==> src/shared/rss_consts.vh <==
// constants for the reset source sequencer: offsets, fields, resets, timing
`ifndef RSS_CONSTS_VH
`define RSS_CONSTS_VH
// register offsets (byte addresses on the plain register port)
`define RSS_ADDR_BORCTL 8'h00
`define RSS_ADDR_PWRCTL 8'h04
`define RSS_ADDR_STAT 8'h08
`define RSS_ADDR_CFG 8'h0C
// brown-out control fields
`define RSS_BC_SWEN 7
`define RSS_BC_RDY 0
// power control fields
`define RSS_PC_OVF 7
`define RSS_PC_UNF 6
`define RSS_PC_EXT 3
`define RSS_PC_RIN 2
`define RSS_PC_POR 1
`define RSS_PC_BOR 0
`define RSS_PC_MASK 8'hCF
// status fields (timeout in bit 4, powerdown in bit 3)
`define RSS_ST_TO 4
`define RSS_ST_PD 3
// configuration fields
`define RSS_CF_POWERUP_TIMER_ENABLE 0
`define RSS_CF_PINEN 1
`define RSS_CF_LVP 2
`define RSS_CF_STKEN 3
`define RSS_CF_OSTREQ 4
`define RSS_CF_MODE_LO 5
`define RSS_CF_MODE_HI 6
`define RSS_CF_PUEN 7
// reset values
`define RSS_BC_RESET 8'h80
`define RSS_PC_POR_VAL 8'h0C
`define RSS_CF_RESET 8'h03
// brown-out mode encodings
`define RSS_MODE_ON 2'h3
`define RSS_MODE_NOSLEEP 2'h2
`define RSS_MODE_SW 2'h1
`define RSS_MODE_OFF 2'h0
// vectors
`define RSS_VEC_RESET 16'h0000
`define RSS_VEC_IRQ 16'h0004
// timing
`define RSS_CLK_MHZ 125
`define RSS_POWERUP_TIMER_MS 64
`define RSS_POWERUP_TIMER_CYC (`RSS_POWERUP_TIMER_MS * 1000 * `RSS_CLK_MHZ)
`define RSS_FILT_NS 200
`define RSS_FILT_CYC ((`RSS_FILT_NS * `RSS_CLK_MHZ + 999) / 1000)
`endif

==> src/hdl/rss_sync.v <==
// two-flop synchroniser for asynchronous level inputs
`timescale 1ns/1ps
`default_nettype none
module rss_sync #(
    parameter W = 1
) (
    // clock and reset
    input wire clk_i,
    input wire rst_n_i,
    // data
    input wire [W-1:0] d_i,
    output wire [W-1:0] q_o
);
    reg [W-1:0] s1_reg; // first stage, read only by second
    reg [W-1:0] s2_reg; // second stage
    // two flops in series
    always @(posedge clk_i or negedge rst_n_i) begin
        if (!rst_n_i) begin
            s1_reg <= {W{1'b0}};
            s2_reg <= {W{1'b0}};
        end else begin
            s1_reg <= d_i;
            s2_reg <= s1_reg;
        end
    end
    assign q_o = s2_reg;
endmodule
`default_nettype wire

==> src/hdl/rss_filter.v <==
// glitch filter: output follows input only after it stands for N cycles
`timescale 1ns/1ps
`default_nettype none
module rss_filter #(
    parameter N = 25
) (
    // clock and reset
    input wire clk_i,
    input wire rst_n_i,
    // level in and filtered level out
    input wire d_i,
    output reg q_o
);
    reg [7:0] cnt_reg; // cycles the input has differed from output
    // count while the input differs, adopt it once it held long enough
    always @(posedge clk_i or negedge rst_n_i) begin
        if (!rst_n_i) begin
            cnt_reg <= 8'h00;
            // start as held, so the pin must prove its release first
            q_o <= 1'b0;
        end else if (d_i == q_o) begin
            cnt_reg <= 8'h00;
        end else if (cnt_reg == N[7:0] - 8'h01) begin
            cnt_reg <= 8'h00;
            q_o <= d_i;
        end else begin
            cnt_reg <= cnt_reg + 8'h01;
        end
    end
endmodule
`default_nettype wire

==> src/hdl/rss_top.v <==
// reset source sequencer: gathers reset causes, orders start-up, keeps flags
//
// Summary of operation
// (RQ1) software brown-out enable acts only in mode 01
// (RQ2) bit 0 reads brown-out circuit ready
// (RQ3) pin reset disabled only if enable=0, lvp=0
// (RQ4) low enabled pin holds the core in reset
// (RQ5) short pin pulses are filtered out
// (RQ6) disabled pin is input, pull-up under software
// (RQ7) watchdog timeout resets, clears timeout flag
// (RQ8) reset instruction clears its flag, restarts
// (RQ9) enabled stack faults reset and set flag
// (RQ10) programming exit acts as power-on reset
// (RQ11) power-up timer optional by config bit
// (RQ12) start waits for timer, oscillator, pin
// (RQ13) timers run regardless of pin level
// (RQ14) power-on sets status 11, flags 00 110x
// (RQ15) brown-out sets status 11, clears brown-out flag
// (RQ16) pin reset clears its flag; sleep adds status
// (RQ17) watchdog wake clears both, continues at next
// (RQ18) interrupt wake sets timeout, may vector 0004h
// (RQ19) unimplemented status bits read zero
// (RQ20) four brown-out modes from mode select
// (RQ21) power-up timer holds for 64 ms
// (RQ22) software sets power-on and brown-out flags back
// (RQ23) cause flags kept until rewritten or new event
//
// Chosen here: the address map and strobed register access.
`timescale 1ns/1ps
`default_nettype none
`include "rss_consts.vh"
module rss_top #(
    parameter POWERUP_TIMER_CYC = `RSS_POWERUP_TIMER_CYC
) (
    // clock and reset
    input wire clk_i,
    input wire reset_n_i,
    // register port
    input wire [7:0] reg_addr_i,
    input wire [7:0] reg_wdata_i,
    input wire reg_wr_i,
    input wire reg_rd_i,
    output reg [7:0] reg_rdata_o,
    // analog detectors and pin (asynchronous)
    input wire por_n_i,
    input wire bor_n_i,
    input wire bor_ready_i,
    input wire ext_reset_pin_n_i,
    input wire prog_mode_i,
    input wire osc_ready_i,
    // core events (same clock)
    input wire wdt_timeout_i,
    input wire sleep_i,
    input wire reset_instr_i,
    input wire stack_overflow_i,
    input wire stack_underflow_i,
    input wire irq_wake_i,
    input wire gie_i,
    // outputs to core, pad and brown-out circuit
    output reg core_reset_n_o,
    output reg [15:0] restart_vector_o,
    output reg restart_load_o,
    output reg brownout_enable_o,
    output reg pin_pullup_en_o,
    output reg pin_gpio_mode_o,
    output reg gpio_in_o
);
    ////////////////////////////////////////////////////////////////////////
    // reset release and input synchronisation
    reg rst_s1_reg; // reset release stage one
    reg rst_reg; // synchronised active-low reset
    always @(posedge clk_i or negedge reset_n_i) begin
        if (!reset_n_i) begin
            rst_s1_reg <= 1'b0;
            rst_reg <= 1'b0;
        end else begin
            rst_s1_reg <= 1'b1;
            rst_reg <= rst_s1_reg;
        end
    end
    wire [5:0] async_s; // synchronised pins
    rss_sync #(.W(6)) u_sync (
        .clk_i(clk_i),
        .rst_n_i(rst_reg),
        .d_i({por_n_i, bor_n_i, bor_ready_i, ext_reset_pin_n_i,
              prog_mode_i, osc_ready_i}),
        .q_o(async_s)
    );
    wire por_n_s = async_s[5]; // power-on released
    wire bor_n_s = async_s[4]; // brown-out released
    wire bor_rdy_s = async_s[3]; // brown-out circuit active
    wire pin_s = async_s[2]; // pin level
    wire prog_s = async_s[1]; // programming mode
    wire osc_s = async_s[0]; // oscillator ready
    wire pin_f; // filtered pin level
    rss_filter #(.N(`RSS_FILT_CYC)) u_filt (
        .clk_i(clk_i),
        .rst_n_i(rst_reg),
        .d_i(pin_s),
        .q_o(pin_f)
    ); // [RQ5]
    ////////////////////////////////////////////////////////////////////////
    // registers
    reg [7:0] cfg_reg; // configuration word bits
    reg swen_reg; // software brown-out enable
    localparam [7:0] BC_RST = `RSS_BC_RESET; // brown-out control reset word
    reg [7:0] power_control_register_reg; // reset cause flags
    reg to_reg; // timeout flag
    reg pd_reg; // powerdown flag
    reg bor_n_d_reg; // brown-out release, delayed
    wire [1:0] mode = cfg_reg[`RSS_CF_MODE_HI:`RSS_CF_MODE_LO];
    // pin reset function enabled
    wire pin_en = cfg_reg[`RSS_CF_PINEN] | cfg_reg[`RSS_CF_LVP]; // [RQ3]
    wire pin_low = pin_en & ~pin_f; // [RQ4]
    wire bor_evt = bor_n_d_reg & ~bor_n_s; // brown-out falling edge
    wire stk_en = cfg_reg[`RSS_CF_STKEN];
    wire ovf_evt = stk_en & stack_overflow_i; // [RQ9]
    wire unf_evt = stk_en & stack_underflow_i; // [RQ9]
    ////////////////////////////////////////////////////////////////////////
    // sequencer states
    localparam S_HOLD = 4'b0001; // power-on or brown-out held
    localparam S_POWERUP_TIMER = 4'b0010; // power-up timer running
    localparam S_WAIT = 4'b0100; // waiting for oscillator and pin
    localparam S_RUN = 4'b1000; // core running
    reg [3:0] st_reg;
    reg [3:0] st_next;
    reg [26:0] tmr_reg; // power-up timer count
    reg pin_prev_reg; // pin was holding reset last cycle
    wire tmr_done = (tmr_reg == POWERUP_TIMER_CYC[26:0] - 27'h1);
    wire osc_ok = ~cfg_reg[`RSS_CF_OSTREQ] | osc_s; // [RQ12]
    wire cold = ~por_n_s | ~bor_n_s | prog_s; // power held
    // a watchdog time-out in sleep wakes the core instead of resetting it
    wire warm = (wdt_timeout_i & ~sleep_i) | reset_instr_i | ovf_evt
        | unf_evt; // [RQ17]
    // next state
    always @* begin
        st_next = st_reg;
        case (st_reg)
            S_HOLD: begin
                if (!cold) begin
                    // [RQ11]
                    st_next = cfg_reg[`RSS_CF_POWERUP_TIMER_ENABLE] ? S_POWERUP_TIMER : S_WAIT;
                end
            end
            S_POWERUP_TIMER: begin
                if (tmr_done) begin
                    st_next = S_WAIT; // [RQ21]
                end
            end
            S_WAIT: begin
                // timers ran free; start once the oscillator is ok and the pin lets go
                if (osc_ok && !pin_low) begin
                    st_next = S_RUN; // [RQ12] [RQ13]
                end
            end
            S_RUN: begin
                if (pin_low || warm) begin
                    st_next = S_WAIT; // [RQ4] [RQ7] [RQ8]
                end
            end
            default: begin
                st_next = S_HOLD;
            end
        endcase
        if (cold) begin
            st_next = S_HOLD;
        end
    end
    // state, timer and edge history
    always @(posedge clk_i or negedge rst_reg) begin
        if (!rst_reg) begin
            st_reg <= S_HOLD;
            tmr_reg <= 27'h0;
            // same level as the synchroniser, so no false edge at release
            bor_n_d_reg <= 1'b0;
            pin_prev_reg <= 1'b0;
        end else begin
            st_reg <= st_next;
            bor_n_d_reg <= bor_n_s;
            pin_prev_reg <= pin_low;
            // timer counts only while in its state, never on pin level
            if (st_reg == S_POWERUP_TIMER) begin
                tmr_reg <= tmr_reg + 27'h1; // [RQ13]
            end else begin
                tmr_reg <= 27'h0;
            end
        end
    end
    ////////////////////////////////////////////////////////////////////////
    // flags and software registers
    wire wr_bc = reg_wr_i && reg_addr_i == `RSS_ADDR_BORCTL;
    wire wr_pc = reg_wr_i && reg_addr_i == `RSS_ADDR_PWRCTL;
    wire wr_st = reg_wr_i && reg_addr_i == `RSS_ADDR_STAT;
    wire wr_cf = reg_wr_i && reg_addr_i == `RSS_ADDR_CFG;
    wire pin_evt = pin_low & ~pin_prev_reg & (st_reg == S_RUN);
    wire por_hold = ~por_n_s | prog_s; // [RQ10]
    reg [7:0] power_control_register_next;
    // cause flags: hardware events win over software writes
    always @* begin
        power_control_register_next = power_control_register_reg;
        if (wr_pc) begin
            power_control_register_next = reg_wdata_i & `RSS_PC_MASK; // [RQ22]
        end
        if (por_hold) begin
            power_control_register_next = `RSS_PC_POR_VAL; // [RQ14] [RQ10]
        end else if (bor_evt) begin
            power_control_register_next[`RSS_PC_OVF] = 1'b0; // [RQ15]
            power_control_register_next[`RSS_PC_UNF] = 1'b0;
            power_control_register_next[`RSS_PC_EXT] = 1'b1;
            power_control_register_next[`RSS_PC_RIN] = 1'b1;
            power_control_register_next[`RSS_PC_BOR] = 1'b0;
        end else begin
            // events of other kinds leave the rest untouched [RQ23]
            if (pin_evt) begin
                power_control_register_next[`RSS_PC_EXT] = 1'b0; // [RQ16]
            end
            if (reset_instr_i && st_reg == S_RUN) begin
                power_control_register_next[`RSS_PC_RIN] = 1'b0; // [RQ8]
            end
            if (ovf_evt) begin
                power_control_register_next[`RSS_PC_OVF] = 1'b1; // [RQ9]
            end
            if (unf_evt) begin
                power_control_register_next[`RSS_PC_UNF] = 1'b1; // [RQ9]
            end
        end
    end
    // flag, status and control registers
    always @(posedge clk_i or negedge rst_reg) begin
        if (!rst_reg) begin
            power_control_register_reg <= `RSS_PC_POR_VAL;
            to_reg <= 1'b1;
            pd_reg <= 1'b1;
            swen_reg <= BC_RST[`RSS_BC_SWEN];
            cfg_reg <= `RSS_CF_RESET;
        end else begin
            power_control_register_reg <= power_control_register_next;
            if (wr_bc) begin
                swen_reg <= reg_wdata_i[`RSS_BC_SWEN]; // [RQ1]
            end
            if (wr_cf) begin
                cfg_reg <= reg_wdata_i;
            end
            if (wr_st) begin
                to_reg <= reg_wdata_i[`RSS_ST_TO];
                pd_reg <= reg_wdata_i[`RSS_ST_PD];
            end
            if (por_hold || bor_evt) begin
                to_reg <= 1'b1; // [RQ14] [RQ15]
                pd_reg <= 1'b1;
            end else if (sleep_i && wdt_timeout_i) begin
                to_reg <= 1'b0; // [RQ17]
                pd_reg <= 1'b0;
            end else if (sleep_i && (irq_wake_i || pin_evt)) begin
                to_reg <= 1'b1; // [RQ18] [RQ16]
                pd_reg <= 1'b0;
            end else if (wdt_timeout_i && st_reg == S_RUN) begin
                to_reg <= 1'b0; // [RQ7]
            end
        end
    end
    ////////////////////////////////////////////////////////////////////////
    // outputs to core, pad and brown-out circuit
    reg bor_en_c; // brown-out enable from mode
    always @* begin
        case (mode)
            `RSS_MODE_ON: bor_en_c = 1'b1; // [RQ20]
            `RSS_MODE_NOSLEEP: bor_en_c = ~sleep_i;
            `RSS_MODE_SW: bor_en_c = swen_reg; // [RQ1]
            default: bor_en_c = 1'b0;
        endcase
    end
    wire wake_evt = sleep_i & ((wdt_timeout_i) | irq_wake_i);
    // registered outputs
    always @(posedge clk_i or negedge rst_reg) begin
        if (!rst_reg) begin
            core_reset_n_o <= 1'b0;
            restart_vector_o <= `RSS_VEC_RESET;
            restart_load_o <= 1'b0;
            brownout_enable_o <= 1'b0;
            pin_pullup_en_o <= 1'b1;
            pin_gpio_mode_o <= 1'b0;
            gpio_in_o <= 1'b0;
        end else begin
            core_reset_n_o <= (st_next == S_RUN);
            brownout_enable_o <= bor_en_c;
            // disabled pin is a plain input with software pull-up [RQ6]
            pin_gpio_mode_o <= ~pin_en;
            pin_pullup_en_o <= pin_en | cfg_reg[`RSS_CF_PUEN];
            gpio_in_o <= pin_s;
            restart_load_o <= 1'b0;
            if (st_reg != S_RUN && st_next == S_RUN) begin
                restart_vector_o <= `RSS_VEC_RESET; // [RQ7] [RQ8] [RQ9]
                restart_load_o <= 1'b1;
            end else if (wake_evt && st_reg == S_RUN) begin
                // wake continues at next address, vectors when allowed
                restart_vector_o <= `RSS_VEC_IRQ; // [RQ18] [RQ17]
                restart_load_o <= irq_wake_i & gie_i & ~wdt_timeout_i;
            end
        end
    end
    ////////////////////////////////////////////////////////////////////////
    // register read port, data one cycle after strobe
    always @(posedge clk_i or negedge rst_reg) begin
        if (!rst_reg) begin
            reg_rdata_o <= 8'h00;
        end else if (reg_rd_i) begin
            case (reg_addr_i)
                `RSS_ADDR_BORCTL: reg_rdata_o <= {swen_reg, 6'h00,
                                                  bor_rdy_s}; // [RQ2]
                `RSS_ADDR_PWRCTL: reg_rdata_o <= power_control_register_reg; // [RQ19]
                `RSS_ADDR_STAT: reg_rdata_o <= {3'h0, to_reg, pd_reg,
                                                3'h0}; // [RQ19]
                `RSS_ADDR_CFG: reg_rdata_o <= cfg_reg;
                default: reg_rdata_o <= 8'h00;
            endcase
        end else begin
            reg_rdata_o <= 8'h00;
        end
    end
endmodule
`default_nettype wire

==> config.mk <==
export PLATFORM = sky130hd
export DESIGN_NAME = rss_top
export DESIGN_NICKNAME = d
export VERILOG_FILES = /design/src/hdl/rss_sync.v /design/src/hdl/rss_filter.v /design/src/hdl/rss_top.v
export VERILOG_INCLUDE_DIRS = /design/src /design/src/shared
export SDC_FILE = /design/constraint.sdc
export NUM_CORES = 1
export LEC_CHECK = 0
export BUFFER_PORTS_ARGS = -buffer_cell sky130_fd_sc_hd__buf_4
export CAP_MARGIN = 40
export CORE_MARGIN = 2
export CORE_UTILIZATION = 55
export DETAILED_ROUTE_END_ITERATION = 10
export GPL_TIMING_DRIVEN = 1
export HOLD_SLACK_MARGIN = 0.15
export PLACE_DENSITY = 0.82
export RECOVER_POWER = 100
export SYNTH_ARGS = -nofsm -noshare
export SYNTH_HDL_FRONTEND = slang
export SYNTH_HIERARCHICAL = 1
export SYNTH_SLANG_ARGS = --single-unit
export TNS_END_PERCENT = 20
==> constraint.sdc <==
create_clock -name clk_i -period 6.72 [get_ports clk_i]
set_clock_uncertainty 0.05 [all_clocks]
set_input_delay 0.672 -clock clk_i [delete_from_list [all_inputs] [get_ports clk_i]]
set_output_delay 0.672 -clock clk_i [all_outputs]
set_load 0.05 [all_outputs]
==> reports/results.tsv, run 1 <==
metric	value	unit
antenna cell count	0	
PnR worst setup slack	4.23	ns
Largest register FFs	27	
result of the run	complete, no violations	
starting density of the core	56.6	%
horizontal die dimension	90.2	µm
main flop type after synthesis	dfrtp_1	
combined global-route utilization of all metal layers	22.6	%
wire length per cell after detailed routing	16.3	µm
core area	7210	µm²
total wire length after detailed routing	8550	µm
post-layout min period	2.49	ns
overflow left after global routing	0	
maximum number of pins on one net before global-route repair	64	
Relative slew margins	18.4	%
number of nets with antenna violations after routing	0	
Buffers & Inverters on Critical Path	1	
Distinct cells, synth	51	
clock input transition at the sequential cells of the worst setup and hold paths	0.09	ns
initial antenna violation count	0	
leading cell types by total area after synthesis	dfrtp_1, dfstp_2, mux2_2	
post-synthesis register bit count	88	
share of synthesized area occupied by flip-flops and latches	54.2	%
vias per cell	5.75	
leakage dissipation	1.98	nW
required arrival time at the worst endpoint	6.94	ns
fraction of post-synthesis cell area in the top cell type by area	48.4	%
Final Setup Violations	0	
Critical Path, Cell by Cell	inv_1, or4_1, or4_1, a41oi_1	
clk root buf	clkbuf_8	
synth-to-layout area growth	13.7	%
Post-CTS Resized	0	
die height	90.2	µm
overall via count from detail_route	3017	
count of max-cap constraint violations	0	
kind of cell with the highest combined delay on the critical path	simple AND/OR/NAND/NOR gates	
global-route wire length before repair	14800	µm
number of warning messages in the yosys log	6	
final core utilization	64.4	%
HP Class	reg -> reg	
worst-case clock buffer depth	2	
IO Port Bufs	47	
Tcrit/Tclk final	37.0	%
synthesized area divided by synthesized cell count	10.9	µm²
Max stage delay cell, worst path	or4_1	
total half-perimeter wirelength after legalization and detailed placement	5910	µm
worst slack, placed	4.24	ns
setup repair after global routing missed its margin	false	
area leader, netlist	dfrtp_1	
number of nets in the layout	457	
most common cell after layout, fill and taps aside	dfrtp_1	
cell repeated most along the worst path	or4_1	
element type at the critical path start	flip-flop	
vias in the first global route	3079	
num ports	63	
Placement Rows	31	
data arrival time of the worst path	2.71	ns
clock latency on the worst-skew pair	0.36	ns
most frequent cells in the layout	dfrtp_1, nor2_1, buf_4, a21oi_1, nand3_1	
drc violations	0	
area of the mapped netlist	4080	µm²
final-report max-slew violation count	0	
layout cell share with drive strength beyond 1	17.6	%
startpoint-to-endpoint class of the critical path	reg -> reg	
Routability Congestion	0.796	
proportion of synthesized flip-flops having asynchronous set or reset	100	%
DIE AREA	8130	µm²
endpoint kind of the worst setup timing path	flip-flop	
depth of the CTS H-tree	3	
final count of hold timing violations	0	
clock buffer count from CTS	9	
slowest stage delay, CP	0.93	ns
Worst Path Max Fanout	26	
post-route setup TNS	0	ns
maximum frequency from static timing analysis	402	MHz
total number of clock tree sinks	88	
Placed Instance Area	4480	µm²
actual slew at the worst max-slew pin	1.21	ns
worst voltage drop across the vdd grid	0.000131	V
total chip power	0.00106	W
number of detailed-routing iterations run before antenna repair	5	
gate count of the mapped netlist	374	
TritonCTS clock tree	built	
areal power density over the cells	229	nW/µm²
number of enable-type register cells in the synthesized netlist	0	
1st-iter DRT viols	249	
area of all placed cells without fillers	4640	µm²
## timing repair
action | in CTS | in global routing
hold buffers | 1 | 0
endpoints found under the hold margin | 2 | 0
setup buffers | 0 | 0
## through the flow
step           cells  hold WS, ns
3_3_place_gp     507        0.283
2_1_floorplan    388        0.281
3_5_place_dp     508        0.192
6_report         525        0.303
4_1_cts          525        0.195
5_1_grt          525        0.311
## cell usage after synthesis, drive strengths merged (2+ instances only)
| master | n |
|---|---|
| nand4 | 8 |
| a21oi | 21 |
| xor2 | 9 |
| xnor2 | 7 |
| ha | 3 |
| clkbuf | 10 |
| o21ai | 9 |
| or4b | 3 |
| nor4 | 8 |
| conb | 2 |
| nor2b | 8 |
| nand2 | 15 |
| a22oi | 2 |
| nor4b | 3 |
| a31o | 2 |
| a31oi | 2 |
| buf | 18 |
| mux2i | 11 |
| nand2b | 3 |
| nand3 | 19 |
| inv | 9 |
| and4 | 3 |
| mux2 | 13 |
| nor3b | 4 |
| nor3 | 5 |
| or4 | 14 |
| or2 | 2 |
| o31ai | 12 |
| nor2 | 30 |
| dfrtp | 79 |
| o21a | 4 |
| or3 | 5 |
| and2 | 5 |
| and3 | 6 |
| dfstp | 9 |
## worst paths after layout
kind,end,from,depth (start not counted),slack (ns)
max,st_reg[2],st_reg[1],4,4.23
min,u_sync/q_o[5],u_sync/s1_reg[5],0,0.30
max reg2reg,st_reg[2],st_reg[1],4,4.23
min reg2reg,u_sync/q_o[5],u_sync/s1_reg[5],0,0.30
max in group asynchronous,st_reg[0],rst_reg,1,5.37
min in group asynchronous,u_sync/s1_reg[2],rst_reg,0,0.37
## routing by layer
layer  wire length, µm  vias to the layer above  global-route usage, %
met5                 0                        -                      0
met1              3500                     1485                   28.2
met4               165                        0                   7.69
met3               453                       19                   6.12
met2              4430                       98                   38.2
li1                  -                     1415                      -
## cell families after synthesis
kind of cell | after synthesis | share of synthesized area, %
and+or+nand+nor | 142 | 19.7
DFF | 88 | 54.2
AOI/OAI and AO/OA | 62 | 10.3
buffers and inverters | 37 | 4.99
muxes | 24 | 6.28
xor gates and xnor gates | 16 | 3.43
adders and majority gates | 3 | 0.919
other | 2 | 0.184
## worst reg2reg max path: stages (launching register included)
cell	delay [ns]
dfrtp_1	0.47
inv_1	0.10
or4_1	0.93
or4_1	0.66
a41oi_1	0.19
## power breakdown
part / switching, W / internal [W]
Clock: 0.000201 / 0.000226
Sequential: 0.0000115 / 0.000543
Combinational: 0.0000557 / 0.0000274
## area by class of cell
class | instances | area [µm²]
Fill cell | 590 | 2570
Sequential cell | 88 | 2210
Multi-Input combinational cell | 263 | 1700
Timing Repair Buffer | 50 | 338
Clock buffer | 10 | 138
Tap cell | 99 | 124
Clock inverter | 6 | 97.6
Inverter | 9 | 33.8
(Power assumes the default switching activity.)
==> run 2, diff against run 1 <==
--- a/config.mk
+++ b/config.mk
@@ -6,6 +6,7 @@
 export SDC_FILE = /design/constraint.sdc
 export NUM_CORES = 1
 export LEC_CHECK = 0
+export ABC_AREA = 1
 export BUFFER_PORTS_ARGS = -buffer_cell sky130_fd_sc_hd__buf_4
 export CAP_MARGIN = 40
 export CORE_MARGIN = 2
@@ -13,7 +14,7 @@
 export DETAILED_ROUTE_END_ITERATION = 10
 export GPL_TIMING_DRIVEN = 1
 export HOLD_SLACK_MARGIN = 0.15
-export PLACE_DENSITY = 0.82
+export PLACE_DENSITY = 0.81
 export RECOVER_POWER = 100
 export SYNTH_ARGS = -nofsm -noshare
 export SYNTH_HDL_FRONTEND = slang
==> constraint.sdc (replaced) <==
create_clock -name clk_i -period 2.3 [get_ports clk_i]
set_clock_uncertainty 0.05 [all_clocks]
set_input_delay 0.23 -clock clk_i [delete_from_list [all_inputs] [get_ports clk_i]]
set_output_delay 0.23 -clock clk_i [all_outputs]
set_load 0.05 [all_outputs]
==> reports/results.tsv, run 2 <==
metric	value	unit	change
num ports	63		unchanged
most frequent cell after synthesis	nand2_1		
overall via count from detail_route	3678		+22%
actual slew at the worst max-slew pin	1.63	ns	+0.419 ns
die height	93.5	µm	+3.7%
post-layout min period	2.02	ns	-0.464 ns
startpoint-to-endpoint class of the critical path	reg -> reg		
initial antenna violation count	0		unchanged
leakage dissipation	2.36	nW	+19%
share of synthesized area occupied by flip-flops and latches	50.2	%	-4.0 points
most common cell after layout, fill and taps aside	nand2_1		
Tcrit/Tclk final	88.0	%	+51 points
Critical Path, Cell by Cell	ha_1, nand2_2, nor2_1, nand2_4, nor2_1, nand3_1, o21ai_0, a21oi_1		
maximum frequency from static timing analysis	494	MHz	+23%
Worst Path Max Fanout	5		-81%
number of fill cells	666		+13%
HP Class	in -> reg		
Placement Rows	32		+3.2%
r2r worst-path depth	8		+4
worst-case register-to-register setup slack	0.28	ns	-3.96 ns
cell-internal power	0.00225	W	+180%
end of the worst register-to-register path	tmr_reg[18]		
proportion of synthesized flip-flops having asynchronous set or reset	100	%	unchanged
net switching fraction of the power	25.6	%	+0.39 points
PnR worst setup slack	0.275	ns	-3.96 ns
Post-CTS Resized	0		unchanged
post-route setup TNS	0	ns	unchanged
result of the run	complete, but fails checks		
IO Port Bufs	47		unchanged
TritonCTS clock tree	built		
cell repeated most along the worst path	nor2_1		
core area	7730	µm²	+7.1%
startpoint of the lowest-slack register-to-register path	tmr_reg[0]		
setup repair after global routing missed its margin	false		
fraction of power consumed by sequential logic	53.5	%	+1.4 points
1st-iter DRT viols	270		+8.4%
synth cell count leaders	nand2_1, dfrtp_1, inv_1		
clock input transition at the sequential cells of the worst setup and hold paths	0.09	ns	about the same
most frequent cells in the layout	nand2_1, dfrtp_1, inv_1, nor2_1, nand3_1		
starting density of the core	57.0	%	+0.44 points
total wire length after detailed routing	9770	µm	+14%
combined global-route utilization of all metal layers	23.8	%	+1.2 points
portion of total power attributed to combinational logic	9.1	%	+1.3 points
Final Setup Violations	0		unchanged
clock buffer count from CTS	9		unchanged
final core utilization	66.7	%	+2.3 points
endpoint kind of the worst setup timing path	flip-flop		
Distinct cells, synth	38		-25%
leading cell types by total area after synthesis	dfrtp_1, nand2_1, inv_1		
layout cell share with drive strength beyond 1	15.3	%	-2.3 points
main flop type after synthesis	dfrtp_1		
net switching power	0.000772	W	+190%
data arrival time of the worst path	2.23	ns	-0.48 ns
required arrival time at the worst endpoint	2.51	ns	-4.43 ns
gate count of the mapped netlist	523		+40%
wire length per cell after detailed routing	13.7	µm	-16%
element type at the critical path start	flip-flop		
clock latency on the worst-skew pair	0.37	ns	about the same
overflow left after global routing	0		unchanged
global-route wire length before repair	16100	µm	+8.6%
synthesized area divided by synthesized cell count	8.43	µm²	-23%
Clock power frac	37.4	%	-2.7 points
depth of the CTS H-tree	3		unchanged
worst slack, placed	0.703	ns	-3.53 ns
vias in the first global route	3650		+19%
drc violations	0		unchanged
Largest register FFs	27		unchanged
horizontal die dimension	93.5	µm	+3.7%
post-synthesis register bit count	88		unchanged
fraction of post-synthesis cell area in the top cell type by area	44.8	%	-3.6 points
area leader, netlist	dfrtp_1		
synth-to-layout area growth	16.9	%	
number of warning messages in the yosys log	6		unchanged
number of enable-type register cells in the synthesized netlist	0		unchanged
worst-case clock buffer depth	2		unchanged
Buffers & Inverters on Critical Path	0		-1
final count of hold timing violations	0		unchanged
vias per cell	5.17		-10%
number of detailed-routing iterations run before antenna repair	6		+1
areal power density over the cells	586	nW/µm²	+160%
Relative slew margins	-8.50	%	-27 points
Max stage delay cell, worst path	dfrtp_1		
total half-perimeter wirelength after legalization and detailed placement	6640	µm	+12%
DIE AREA	8750	µm²	+7.6%
startpoint of the most critical hold path	stack_overflow_i		
worst hold endpoint	power_control_register_reg[7]		
final-report max-slew violation count	76		+76
number of nets with antenna violations after routing	0		unchanged
Routability Congestion	0.892		+12%
violations in the final reports	capacitance limit, slew limit		
maximum number of pins on one net before global-route repair	76		+19%
slowest stage delay, CP	0.43	ns	-0.50 ns
area of the mapped netlist	4410	µm²	+7.9%
worst voltage drop across the vdd grid	0.000350	V	+170%
count of max-cap constraint violations	1		+1
worst hold path cell count	4		+4
clk root buf	clkbuf_8		
kind of cell with the highest combined delay on the critical path	simple AND/OR/NAND/NOR gates		
number of nets in the layout	640		+40%
antenna cell count	0		unchanged
total number of clock tree sinks	88		unchanged
-- run 2: kinds of logic after synthesis --
family	count (synthesis)	synth area share, %
xor gates and xnor gates	14	2.78
AOI/OAI and AO/OA	49	6.24
and+or+nand+nor	278	30.5
DFF	88	50.2
other	2	0.170
adders and majority gates	3	0.852
buffers and inverters	89	9.25
-- run 2: area by class of cell --
class / count / area [µm²] / share of cell area (%)
sequential: 88 / 2220 / 43.0
tap: 102 / 128 / 2.48
timing repair buffer: 76 / 568 / 11.0
inverter: 69 / 260 / 5.05
clock buffer: 12 / 155 / 3.01
multi-input combinational: 360 / 1770 / 34.4
clock inverter: 4 / 53.8 / 1.04
-- run 2: worst max-delay path by stage --
| stage | startpoint | end | slack [ns] | depth (start not counted) |
|---|---|---|---|---|
| floorplan | rst_reg | bor_n_d_reg | 0.77 | 0 |
| global placement | tmr_reg[0] | tmr_reg[22] | 0.78 | 10 |
| detailed placement | tmr_reg[0] | tmr_reg[18] | 0.70 | 8 |
| CTS | st_reg[1] | restart_load_o | 0.32 | 8 |
| global route | st_reg[1] | restart_load_o | 0.07 | 8 |
| finish | tmr_reg[0] | tmr_reg[18] | 0.28 | 8 |
-- run 2: power groups by stage --
stage / logic [W] / registers [W] / clock network [W]
after floorplan: 0.000150 / 0.00168 / 0
after global placement: 0.000248 / 0.00165 / 0
after detailed placement: 0.000253 / 0.00165 / 0
after CTS: 0.000289 / 0.00162 / 0.00115
after global routing: 0.000300 / 0.00162 / 0.00121
final: 0.000275 / 0.00161 / 0.00113
-- run 2: per-stage QoR --
stage	power [W]	instances	hold slack [ns]	instance area (µm²)
detailed placement	0.00190	668	-0.0357	4820
CTS	0.00305	711	0.167	5300
floorplan	0.00183	537	-0.116	4460
finish	0.00302	711	0.167	5150
global route	0.00313	711	0.187	5150
global placement	0.00190	668	-0.0370	4820
-- run 2: per-layer routing --
layer / up-vias / track usage, % / wire length (µm) / share of wire, %
li1: 1780 / - / - / -
met1: 1725 / 29.4 / 4060 / 42
met2: 146 / 39.8 / 4760 / 49
met3: 27 / 6.20 / 674 / 6.9
met4: 0 / 9.44 / 272 / 2.8
met5: - / 0 / 0 / 0
-- run 2: worst reg2reg max path: cells and delay by family, from the launching register on --
| family | cells | cell delay [ns] |
|---|---|---|
| AOI/OAI and AO/OA | 2 | 0.26 |
| DFF | 1 | 0.43 |
| and+or+nand+nor | 5 | 0.98 |
| adders and majority gates | 1 | 0.21 |
-- run 2: repair_timing --
| item | CTS | global route |
|---|---|---|
| endpoints found under the hold margin | 37 | 0 |
| buffers inserted | 0 | 0 |
| hold buffers | 27 | 0 |
